==> config.mk <==
export PLATFORM = sky130hd
export DESIGN_NAME = ipsc_top
export DESIGN_NICKNAME = d
export VERILOG_FILES = /design/src/rtl/ipsc_pkg.sv /design/src/rtl/ipsc_top.sv
export SDC_FILE = /design/constraint.sdc
export NUM_CORES = 1
export LEC_CHECK = 0
export BUFFER_PORTS_ARGS = -buffer_cell sky130_fd_sc_hd__clkbuf_2
export CORE_ASPECT_RATIO = 1.5
export CORE_MARGIN = 1.5
export CORE_UTILIZATION = 30
export CTS_CLUSTER_DIAMETER = 200
export DETAILED_ROUTE_END_ITERATION = 10
export GPL_ROUTABILITY_DRIVEN = 0
export GPL_TIMING_DRIVEN = 0
export SYNTH_ARGS = -nofsm -noshare
export SYNTH_HDL_FRONTEND = slang
export SYNTH_SLANG_ARGS = --single-unit
==> constraint.sdc <==
create_clock -name mclk -period 4.9 [get_ports mclk]
set_input_delay 0 -clock mclk [delete_from_list [all_inputs] [get_ports mclk]]
set_output_delay 0 -clock mclk [all_outputs]
set_load 0.02 [all_outputs]
==> src/rtl/ipsc_pkg.sv <==
// =============================================================
// Shared constants and types of the image pipe source control
package ipsc_pkg;

    // =========================================================
    // Register byte offsets
    localparam logic [4:0] OFS_START  = 5'h00;
    localparam logic [4:0] OFS_MODE   = 5'h04;
    localparam logic [4:0] OFS_PATH   = 5'h08;
    localparam logic [4:0] OFS_PHASE  = 5'h0c;
    localparam logic [4:0] OFS_VSTART = 5'h10;
    localparam logic [4:0] OFS_VSIZE  = 5'h14;
    localparam logic [4:0] OFS_STATUS = 5'h18;

    // =========================================================
    // Field positions and widths
    localparam int POS_START_EN    = 0;
    localparam int POS_MODE_SINGLE = 0;
    localparam int POS_MODE_WGATE  = 1;
    localparam int PATH_W          = 2;
    localparam int PHASE_W         = 8;
    localparam int VSTART_W        = 16;
    localparam int VSIZE_W         = 13;
    localparam int LINE_W          = 17;
    localparam int PIX_W           = 16;

    // =========================================================
    // Reset values
    localparam logic                RST_START  = 1'b0;
    localparam logic                RST_SINGLE = 1'b0;
    localparam logic                RST_WGATE  = 1'b0;
    localparam logic [PATH_W-1:0]   RST_PATH   = 2'h0;
    localparam logic [PHASE_W-1:0]  RST_PHASE  = 8'he4;
    localparam logic [VSTART_W-1:0] RST_VSTART = 16'h0000;
    localparam logic [VSIZE_W-1:0]  RST_VSIZE  = 13'h0000;

    // =========================================================
    // Buffer shape
    localparam int FIFO_DEPTH = 16;

    // Data path selections
    typedef enum logic [1:0] {
        IPSC_PATH_BAYER_YUV = 2'h0,
        IPSC_PATH_BAYER_RAW = 2'h1,
        IPSC_PATH_STATS     = 2'h2,
        IPSC_PATH_YUV_YUV   = 2'h3
    } ipsc_path_t;

    // Frame sequencer states
    typedef enum logic [1:0] {
        IPSC_IDLE,
        IPSC_SKIP,
        IPSC_ACTIVE
    } ipsc_state_t;

    // One pixel on its way downstream
    typedef struct packed {
        ipsc_path_t        path;
        logic [1:0]        color;
        logic [PIX_W-1:0]  data;
    } ipsc_pix_t;

endpackage : ipsc_pkg

==> src/rtl/ipsc_top.sv <==
// What this block does
// [RULE1] Start flag acts at next vsync rise
// [RULE2] Single-frame mode clears flag at area end
// [RULE3] Mode bit: 0 free run, 1 single frame
// [RULE4] Gate bit: 0 ignore gate, 1 qualify data
// [RULE5] Path 0: Bayer in, luma/chroma out
// [RULE6] Path 1: Bayer in, Bayer out
// [RULE7] Path 2: Bayer in, statistics only
// [RULE8] Path 3: 16-bit luma/chroma in and out
// [RULE9] Phase bits 7-6 odd/odd, reset 3
// [RULE10] Phase bits 5-4 odd/even, reset 2
// [RULE11] Phase bits 3-2 even/odd, reset 1
// [RULE12] Phase bits 1-0 even/even, reset 0
// [RULE13] Phase map ignored on path 3
// [RULE14] Reserved bits written zero, read zero
// [RULE15] Processing starts at vertical start line
// [RULE16] Area spans vertical size plus one lines
// [RULE17] Free run restarts every vsync rise
// [RULE18] Flag changes act only at vsync rise
//
// The register addresses and register access over Avalon-MM were left to the implementer.
`timescale 1ns/100ps

// =============================================================
// Synchronous FIFO with registered input ready
module ipsc_fifo #(
    parameter int WIDTH = 20,
    parameter int DEPTH = 16
) (
    input  wire logic             mclk,
    input  wire logic             rst_n,
    input  wire logic             in_valid,
    output logic                  in_ready,
    input  wire logic [WIDTH-1:0] in_data,
    output logic                  out_valid,
    input  wire logic             out_ready,
    output logic [WIDTH-1:0]      out_data
);
    localparam int AW = $clog2(DEPTH);

    logic [WIDTH-1:0] mem [DEPTH];
    logic [AW-1:0]    wp_q;
    logic [AW-1:0]    rp_q;
    logic [AW:0]      cnt_q;
    logic [AW:0]      cnt_d;
    logic             rdy_q;
    wire              push = in_valid && rdy_q;
    wire              pop  = out_valid && out_ready;

    // Occupancy and next ready
    assign cnt_d     = cnt_q + (AW+1)'(push) - (AW+1)'(pop);
    assign in_ready  = rdy_q;
    assign out_valid = (cnt_q != '0);
    assign out_data  = mem[rp_q];

    // Pointers and count
    always_ff @(posedge mclk or negedge rst_n) begin
        if (!rst_n) begin
            wp_q  <= '0;
            rp_q  <= '0;
            cnt_q <= '0;
            rdy_q <= 1'b0;
        end else begin
            wp_q  <= push ? wp_q + AW'(1) : wp_q;
            rp_q  <= pop ? rp_q + AW'(1) : rp_q;
            cnt_q <= cnt_d;
            rdy_q <= (cnt_d < (AW+1)'(DEPTH));
        end
    end

    // Storage
    always_ff @(posedge mclk) begin
        if (push) begin
            mem[wp_q] <= in_data;
        end
    end

endmodule : ipsc_fifo

// =============================================================
// Source control: registers, frame sequencer, data path select
module ipsc_top (
    input  wire logic                          mclk,
    input  wire logic                          resetn,
    input  wire logic [4:0]                    avs_address,
    input  wire logic                          avs_read,
    input  wire logic                          avs_write,
    input  wire logic [31:0]                   avs_writedata,
    input  wire logic [3:0]                    avs_byteenable,
    output logic [31:0]                        avs_readdata,
    output logic                               avs_waitrequest,
    input  wire logic                          vertical_sync,
    input  wire logic                          line_start,
    input  wire logic                          pix_valid,
    input  wire logic                          pix_wgate,
    input  wire logic [ipsc_pkg::PIX_W-1:0]    pix_data,
    output logic                               pix_ready,
    output logic                               out_valid,
    input  wire logic                          out_ready,
    output ipsc_pkg::ipsc_pix_t                out_pix,
    output logic                               stat_valid,
    output ipsc_pkg::ipsc_pix_t                stat_pix,
    output logic                               frame_active
);
    // =========================================================
    // Reset release
    logic rst_meta_q;
    logic rst_n;
    always_ff @(posedge mclk or negedge resetn) begin
        if (!resetn) begin
            rst_meta_q <= 1'b0;
            rst_n      <= 1'b0;
        end else begin
            rst_meta_q <= 1'b1;
            rst_n      <= rst_meta_q;
        end
    end

    // =========================================================
    // Register bus slave
    logic                            wait_q;
    logic [31:0]                     rdata_q;
    logic                            start_q;
    logic                            single_q;
    logic                            wgate_q;
    ipsc_pkg::ipsc_path_t            path_q;
    logic [ipsc_pkg::PHASE_W-1:0]    phase_q;
    logic [ipsc_pkg::VSTART_W-1:0]   vstart_q;
    logic [ipsc_pkg::VSIZE_W-1:0]    vsize_q;
    ipsc_pkg::ipsc_state_t           st_q;
    ipsc_pkg::ipsc_state_t           st_d;
    logic [ipsc_pkg::LINE_W-1:0]     line_q;

    // Byte-lane merge of write data over current contents
    function automatic logic [31:0] lane_mix(input logic [31:0] old_v,
                                             input logic [31:0] new_v,
                                             input logic [3:0]  be);
        logic [31:0] r;
        r = old_v;
        for (int i = 0; i < 4; i++) begin
            if (be[i]) begin
                r[8*i +: 8] = new_v[8*i +: 8];
            end
        end
        return r;
    endfunction : lane_mix

    // Access strobes and decode
    wire        wr_go   = avs_write && !wait_q;
    wire        sel_st  = (avs_address == ipsc_pkg::OFS_START);
    wire        sel_md  = (avs_address == ipsc_pkg::OFS_MODE);
    wire        sel_pa  = (avs_address == ipsc_pkg::OFS_PATH);
    wire        sel_ph  = (avs_address == ipsc_pkg::OFS_PHASE);
    wire        sel_vs  = (avs_address == ipsc_pkg::OFS_VSTART);
    wire        sel_vz  = (avs_address == ipsc_pkg::OFS_VSIZE);
    wire        sel_sa  = (avs_address == ipsc_pkg::OFS_STATUS);
    // [RULE14] Reserved bits read zero
    wire [31:0] rv_st   = {31'h0, start_q};
    wire [31:0] rv_md   = {30'h0, wgate_q, single_q};
    wire [31:0] rv_pa   = {30'h0, path_q};
    wire [31:0] rv_ph   = {24'h0, phase_q};
    wire [31:0] rv_vs   = {16'h0, vstart_q};
    wire [31:0] rv_vz   = {19'h0, vsize_q};
    wire [31:0] rv_sa   = {13'h0, line_q, st_q};
    wire [31:0] rd_mux  = ({32{sel_st}} & rv_st) | ({32{sel_md}} & rv_md)
                        | ({32{sel_pa}} & rv_pa) | ({32{sel_ph}} & rv_ph)
                        | ({32{sel_vs}} & rv_vs) | ({32{sel_vz}} & rv_vz)
                        | ({32{sel_sa}} & rv_sa);
    wire [31:0] wv_st   = lane_mix(rv_st, avs_writedata, avs_byteenable);
    wire [31:0] wv_md   = lane_mix(rv_md, avs_writedata, avs_byteenable);
    wire [31:0] wv_pa   = lane_mix(rv_pa, avs_writedata, avs_byteenable);
    wire [31:0] wv_ph   = lane_mix(rv_ph, avs_writedata, avs_byteenable);
    wire [31:0] wv_vs   = lane_mix(rv_vs, avs_writedata, avs_byteenable);
    wire [31:0] wv_vz   = lane_mix(rv_vz, avs_writedata, avs_byteenable);

    // One wait cycle per access; read data captured with it
    always_ff @(posedge mclk or negedge rst_n) begin
        if (!rst_n) begin
            wait_q  <= 1'b1;
            rdata_q <= 32'h0000_0000;
        end else begin
            wait_q  <= !((avs_read || avs_write) && wait_q);
            rdata_q <= (avs_read && wait_q) ? rd_mux : rdata_q;
        end
    end
    assign avs_waitrequest = wait_q;
    assign avs_readdata    = rdata_q;

    // =========================================================
    // Frame sequencer
    logic vs_q;
    wire  vs_rise   = vertical_sync && !vs_q;
    wire  [ipsc_pkg::LINE_W-1:0] span_end = ipsc_pkg::LINE_W'(vstart_q)
                                          + ipsc_pkg::LINE_W'(vsize_q);
    // [RULE16] Last line is start plus size
    wire  frame_end = (st_q == ipsc_pkg::IPSC_ACTIVE) && line_start
                      && (line_q == span_end);
    // [RULE15] Area opens at start line
    wire  at_vstart = (line_q == ipsc_pkg::LINE_W'(vstart_q));

    // [RULE1] Flag sampled at vsync rise
    // [RULE18] Mid-frame changes wait here
    // [RULE17] Every rise restarts when enabled
    always_comb begin
        st_d = st_q;
        if (vs_rise) begin
            st_d = start_q ? ipsc_pkg::IPSC_SKIP : ipsc_pkg::IPSC_IDLE;
        end else begin
            unique case (st_q)
                ipsc_pkg::IPSC_IDLE:   st_d = ipsc_pkg::IPSC_IDLE;
                ipsc_pkg::IPSC_SKIP:   st_d = at_vstart ? ipsc_pkg::IPSC_ACTIVE
                                                        : ipsc_pkg::IPSC_SKIP;
                ipsc_pkg::IPSC_ACTIVE: st_d = frame_end ? ipsc_pkg::IPSC_IDLE
                                                        : ipsc_pkg::IPSC_ACTIVE;
                default:               st_d = ipsc_pkg::IPSC_IDLE;
            endcase
        end
    end

    // Lines counted from the vsync rise
    always_ff @(posedge mclk or negedge rst_n) begin
        if (!rst_n) begin
            vs_q   <= 1'b0;
            st_q   <= ipsc_pkg::IPSC_IDLE;
            line_q <= '0;
        end else begin
            vs_q   <= vertical_sync;
            st_q   <= st_d;
            line_q <= vs_rise ? '0 : (line_start ? line_q + 17'h00001 : line_q);
        end
    end

    // [RULE2] Single frame drops flag at end
    // [RULE3] Free run keeps it; software write wins
    wire start_d = (wr_go && sel_st) ? wv_st[ipsc_pkg::POS_START_EN]
                 : ((frame_end && single_q) ? 1'b0 : start_q);

    // [RULE9] Phase map resets to 3,2,1,0
    // [RULE10] Odd line even pixel resets 2
    // [RULE11] Even line odd pixel resets 1
    // [RULE12] Even line even pixel resets 0
    always_ff @(posedge mclk or negedge rst_n) begin
        if (!rst_n) begin
            start_q  <= ipsc_pkg::RST_START;
            single_q <= ipsc_pkg::RST_SINGLE;
            wgate_q  <= ipsc_pkg::RST_WGATE;
            path_q   <= ipsc_pkg::ipsc_path_t'(ipsc_pkg::RST_PATH);
            phase_q  <= ipsc_pkg::RST_PHASE;
            vstart_q <= ipsc_pkg::RST_VSTART;
            vsize_q  <= ipsc_pkg::RST_VSIZE;
        end else begin
            start_q  <= start_d;
            single_q <= (wr_go && sel_md) ? wv_md[ipsc_pkg::POS_MODE_SINGLE] : single_q;
            wgate_q  <= (wr_go && sel_md) ? wv_md[ipsc_pkg::POS_MODE_WGATE] : wgate_q;
            path_q   <= (wr_go && sel_pa) ? ipsc_pkg::ipsc_path_t'(wv_pa[1:0]) : path_q;
            phase_q  <= (wr_go && sel_ph) ? wv_ph[7:0] : phase_q;
            vstart_q <= (wr_go && sel_vs) ? wv_vs[15:0] : vstart_q;
            vsize_q  <= (wr_go && sel_vz) ? wv_vz[12:0] : vsize_q;
        end
    end

    // =========================================================
    // Pixel path
    logic col_q;
    logic fifo_rdy;
    logic fifo_ov;
    ipsc_pkg::ipsc_pix_t fifo_od;
    logic ov_q;
    ipsc_pkg::ipsc_pix_t opix_q;
    logic sv_q;
    ipsc_pkg::ipsc_pix_t spix_q;

    // [RULE4] Gate input used only when selected
    wire gate_ok  = !wgate_q || pix_wgate;
    wire take     = pix_valid && fifo_rdy && gate_ok && (st_q == ipsc_pkg::IPSC_ACTIVE);
    wire row_odd  = line_q[0] ^ vstart_q[0];
    wire [1:0] ph_sel = {row_odd, col_q};
    wire [1:0] ph_col = phase_q[2*ph_sel +: 2];
    // [RULE13] Phase map only for Bayer input
    wire is_yuv   = (path_q == ipsc_pkg::IPSC_PATH_YUV_YUV);
    wire [1:0] tag_col = is_yuv ? 2'h0 : ph_col;
    // [RULE5] Path 0 and [RULE6] path 1 feed the output
    // [RULE7] Path 2 keeps the output quiet
    // [RULE8] Path 3 passes luma/chroma straight
    wire push     = take && (path_q != ipsc_pkg::IPSC_PATH_STATS);
    wire stat_go  = take && !is_yuv;
    wire ipsc_pkg::ipsc_pix_t in_pix = '{path: path_q, color: tag_col, data: pix_data};
    wire o_adv    = !ov_q || out_ready;

    ipsc_fifo #(
        .WIDTH ($bits(ipsc_pkg::ipsc_pix_t)),
        .DEPTH (ipsc_pkg::FIFO_DEPTH)
    ) u_fifo (
        .mclk      (mclk),
        .rst_n     (rst_n),
        .in_valid  (push),
        .in_ready  (fifo_rdy),
        .in_data   (in_pix),
        .out_valid (fifo_ov),
        .out_ready (o_adv),
        .out_data  (fifo_od)
    );

    // Column parity, output stage and statistics tap
    always_ff @(posedge mclk or negedge rst_n) begin
        if (!rst_n) begin
            col_q  <= 1'b0;
            ov_q   <= 1'b0;
            opix_q <= '0;
            sv_q   <= 1'b0;
            spix_q <= '0;
        end else begin
            col_q  <= line_start ? 1'b0 : (take ? !col_q : col_q);
            ov_q   <= o_adv ? fifo_ov : ov_q;
            opix_q <= (o_adv && fifo_ov) ? fifo_od : opix_q;
            sv_q   <= stat_go;
            spix_q <= stat_go ? in_pix : spix_q;
        end
    end

    // Frame activity flag
    logic act_q;
    always_ff @(posedge mclk or negedge rst_n) begin
        if (!rst_n) begin
            act_q <= 1'b0;
        end else begin
            act_q <= (st_d == ipsc_pkg::IPSC_ACTIVE);
        end
    end

    assign pix_ready    = fifo_rdy;
    assign out_valid    = ov_q;
    assign out_pix      = opix_q;
    assign stat_valid   = sv_q;
    assign stat_pix     = spix_q;
    assign frame_active = act_q;
endmodule : ipsc_top

==> impl_metrics.tcl <==
set metrics [dict create \
    syn_area_um2 19500 \
    die_h_um 315 \
    grt_pass1_vias 11500 \
    p_total_uw 10800 \
    highest_layer "met4" \
    grt_usage_pct 15.1 \
    drive_gt1_share_pct 31.0 \
    slew_viol_final 0 \
    comb_power_share_pct 24.4 \
    final_cells 2271 \
    clock_latency_ns 0.58 \
    holdBufCountCts 47 \
    drc_errors 0 \
    drt-met1-wl_mm 19.0 \
    clockBufferDepth 3 \
    synth-seq-cells 462 \
    synthXorXnorAreaFrac_pct 2.57 \
    synth_top_family_by_area "multiplexers" \
    path_cells "inv_1 > ha_1 > o2111ai_1 > a21oi_1 > and3_1 > and2_1" \
    synth_fa_ha_area_share_pct 1.94 \
    io_pins 143 \
    synth-compound-area-share_pct 4.35 \
    setup_viol 0 \
    max_cap_viol_count 0 \
    yosys-top-cells-area "edfxtp_1 (49%), dfrtp_1 (18%), mux4_2 (12%)" \
    numCtsBuffers 46 \
    tightest_slew_ns 1.35 \
    clk_pin_slew_worst_paths_ns 0.07 \
    fin_ws_ns 0.996 \
    dr_wl_met3_mm 2.34 \
    max_stage_delay_ns 1.05 \
    p_switching_uw 3070 \
    synth_ff_type "edfxtp_1" \
    fin_skew_ns 0.0222 \
    hp-class "input port to flop" \
    p_leak_uw 0.00879 \
    synth.distinct_cells 61 \
    hold_viol 0 \
    grt_max_degree 65 \
    ir_drop_mv 0.268 \
    cts_setup_buffers 0 \
    rows 114 \
    synthMuxAreaShare_pct 16.7 \
    clock_sinks 462 \
    cts_tree "done" \
    arrival_ns 4.09 \
    num_vias 11000 \
    cp.buffers_inverters 1 \
    period_share_pct 79.7 \
    antenna_left 0 \
    rsz0062_at_grt "false" \
    htree_num_levels 2 \
    cp_top_family "compound AO/OA/AOI/OAI gates" \
    end_kind "flop" \
    path_class "flop to flop" \
    p_int_uw 7700 \
    max_freq_mhz 256 \
    dieArea_um2 66400 \
    drt-vias-per-instance 4.85 \
    avgSynthCellArea_um2 17.2 \
    yosysSeqAreaShare_pct 67.7 \
    hpwl_mm 33.0 \
    antenna_found_initial 2 \
    grt_pass1_wl_mm 73.2 \
    fin_util_pct 36.3 \
    crit_path_start_kind "flop" \
    area_growth_syn_to_layout_pct 20.1 \
    synthCells 1133 \
    dp_cells 2138 \
    io_buffers 110 \
    p_seq_share_pct 42.2 \
    routedWlPerCell_um 21.8 \
    synthArstFlopShare_pct 30.7 \
    grt_overflow 0 \
    cts_root_buffer "clkbuf_16" \
    core_um2 64300 \
    yosys.area.top_type_share_pct 49.4 \
    drt-initial-drc-count 845 \
    p_per_area_nw_per_um2 460 \
    cp_slowest_cell "and2_1" \
    critPathMaxFanout 20 \
    wl_met2_mm 26.5 \
    period_minus_slack_ns 3.90 \
    die_x_um 211 \
    pre_cts_ws_ns 0.957 \
    yosysTopAreaCell "edfxtp_1" \
    status "completed" \
    first_pass_iters 5 \
    fin_tns_setup_ns 0 \
    nets 1458 \
    yosysWarnings 0 \
    cts-resized-gates 0 \
    synthSimpleGateAreaFrac_pct 4.58 \
    synth-edff-count 320 \
    switching_share_pct 28.5 \
    initial_core_util_pct 30.2 \
    clkPwrFrac_pct 33.4 \
    relSlewSlack_pct 10.1 \
    cp.required_ns 5.08 \
    finalWirelength_mm 49.4 \
]
## power groups by stage
stage          clock (µW)  combinational, µW  sequential (µW)
2_1_floorplan           0               1740             4690
3_3_place_gp            0               2600             4630
3_5_place_dp            0               2660             4620
4_1_cts              3690               2700             4540
5_1_grt              3810               2850             4560
6_report             3590               2630             4540
## registers in the layout, summed over array words and instances (netlist names), 2 cells and up
name          count
avs_readdata     19
line_q           17
out_pix          20
path_q            2
phase_q           8
st_q              2
stat_pix         20
u_fifo.cnt_q      5
u_fifo.mem      320
u_fifo.rp_q       4
u_fifo.wp_q       4
vsize_q          13
vstart_q         16
## through the flow
stage          cell area, µm²  hold slack, ns
3_3_place_gp            21100          -0.214
3_5_place_dp            21400          -0.211
2_1_floorplan           19500          -0.296
4_1_cts                 23400          0.0327
6_report                23400          0.0753
5_1_grt                 23400          0.0721
## cell type report
type,count,area [µm²]
inverter,27,101
clock inverter,22,240
tap,870,1090
clock buffer,63,1290
multi-input combinational,590,5980
antenna,1,2.50
fill,6036,41000
timing repair buffer,170,1190
sequential,462,13200
buffer,66,317
## per-layer routing
layer | track usage, % | up-vias
met5 | 0 | -
met4 | 5.02 | 0
met3 | 2.41 | 96
met2 | 28.3 | 334
met1 | 17.3 | 5716
li1 | - | 4871
## logic make-up after synthesis
logic type	count (synthesis)
buffers and inverters	93
muxes	187
DFF	462
AOI/OAI and AO/OA	125
other	2
adders and majority gates	29
xor gates and xnor gates	57
and+or+nand+nor	178
## tightest hold or removal path, cell delays in order
cell and delay [ns]:
clkbuf_2 0.09, nand3_1 0.31, mux2_2 0.22
## final timing paths
path	from	to	slack [ns]	cells after the start
worst min register to register	rst_n	stat_pix[15]	0.27	0
min in group asynchronous	rst_n	stat_pix[15]	0.27	0
worst max register to register	st_q[0]	u_fifo.mem[12][15]	1.0	6
max in group asynchronous	rst_n	phase_q[5]	3.51	2
worst min-delay path	avs_byteenable[1]	vstart_q[15]	0.08	3
worst max-delay path	st_q[0]	u_fifo.mem[12][15]	1.0	6
## cell usage in the layout (no fill, tap or decap), drive strengths merged, types with 7 or more instances in the layout
| cell type | n |
|---|---|
| nand3 | 13 |
| ha | 27 |
| nand4 | 7 |
| xnor2 | 22 |
| mux4 | 102 |
| a31oi | 7 |
| a221oi | 7 |
| clkbuf | 207 |
| nand2 | 60 |
| o21ai | 34 |
| conb | 14 |
| and3 | 10 |
| clkinv | 13 |
| mux2 | 80 |
| nor2 | 35 |
| a21o | 7 |
| edfxtp | 320 |
| dfrtp | 137 |
| and2 | 14 |
| nor3 | 10 |
| a22oi | 7 |
| buf | 45 |
| dlygate4sd3 | 47 |
| a21oi | 23 |
| xor2 | 35 |
| inv | 31 |
## cells in the mapped netlist (3+ instances only)
| library cell | count |
|---|---|
| or3_1 | 3 |
| a22o_1 | 6 |
| inv_1 | 27 |
| dfrtp_1 | 137 |
| nor4b_1 | 3 |
| clkbuf_1 | 34 |
| o211ai_1 | 5 |
| ha_1 | 27 |
| a22oi_1 | 7 |
| buf_4 | 13 |
| and2_1 | 13 |
| nor2_1 | 35 |
| nand3_1 | 12 |
| a221oi_1 | 7 |
| edfxtp_1 | 320 |
| mux4_2 | 102 |
| a222oi_1 | 6 |
| o21ai_0 | 34 |
| nor3_1 | 10 |
| dfstp_2 | 5 |
| a21oi_1 | 23 |
| o2111ai_1 | 6 |
| nor4_1 | 4 |
| mux2i_1 | 5 |
| xnor2_1 | 22 |
| and3_1 | 10 |
| xor2_1 | 35 |
| a21o_1 | 5 |
| a21boi_0 | 4 |
| nand4_1 | 7 |
| buf_2 | 16 |
| buf_1 | 3 |
| nor2b_1 | 5 |
| nand2_1 | 60 |
| mux2_2 | 80 |
| a31oi_1 | 7 |
Note: power is estimated with default switching activity, not from simulation.
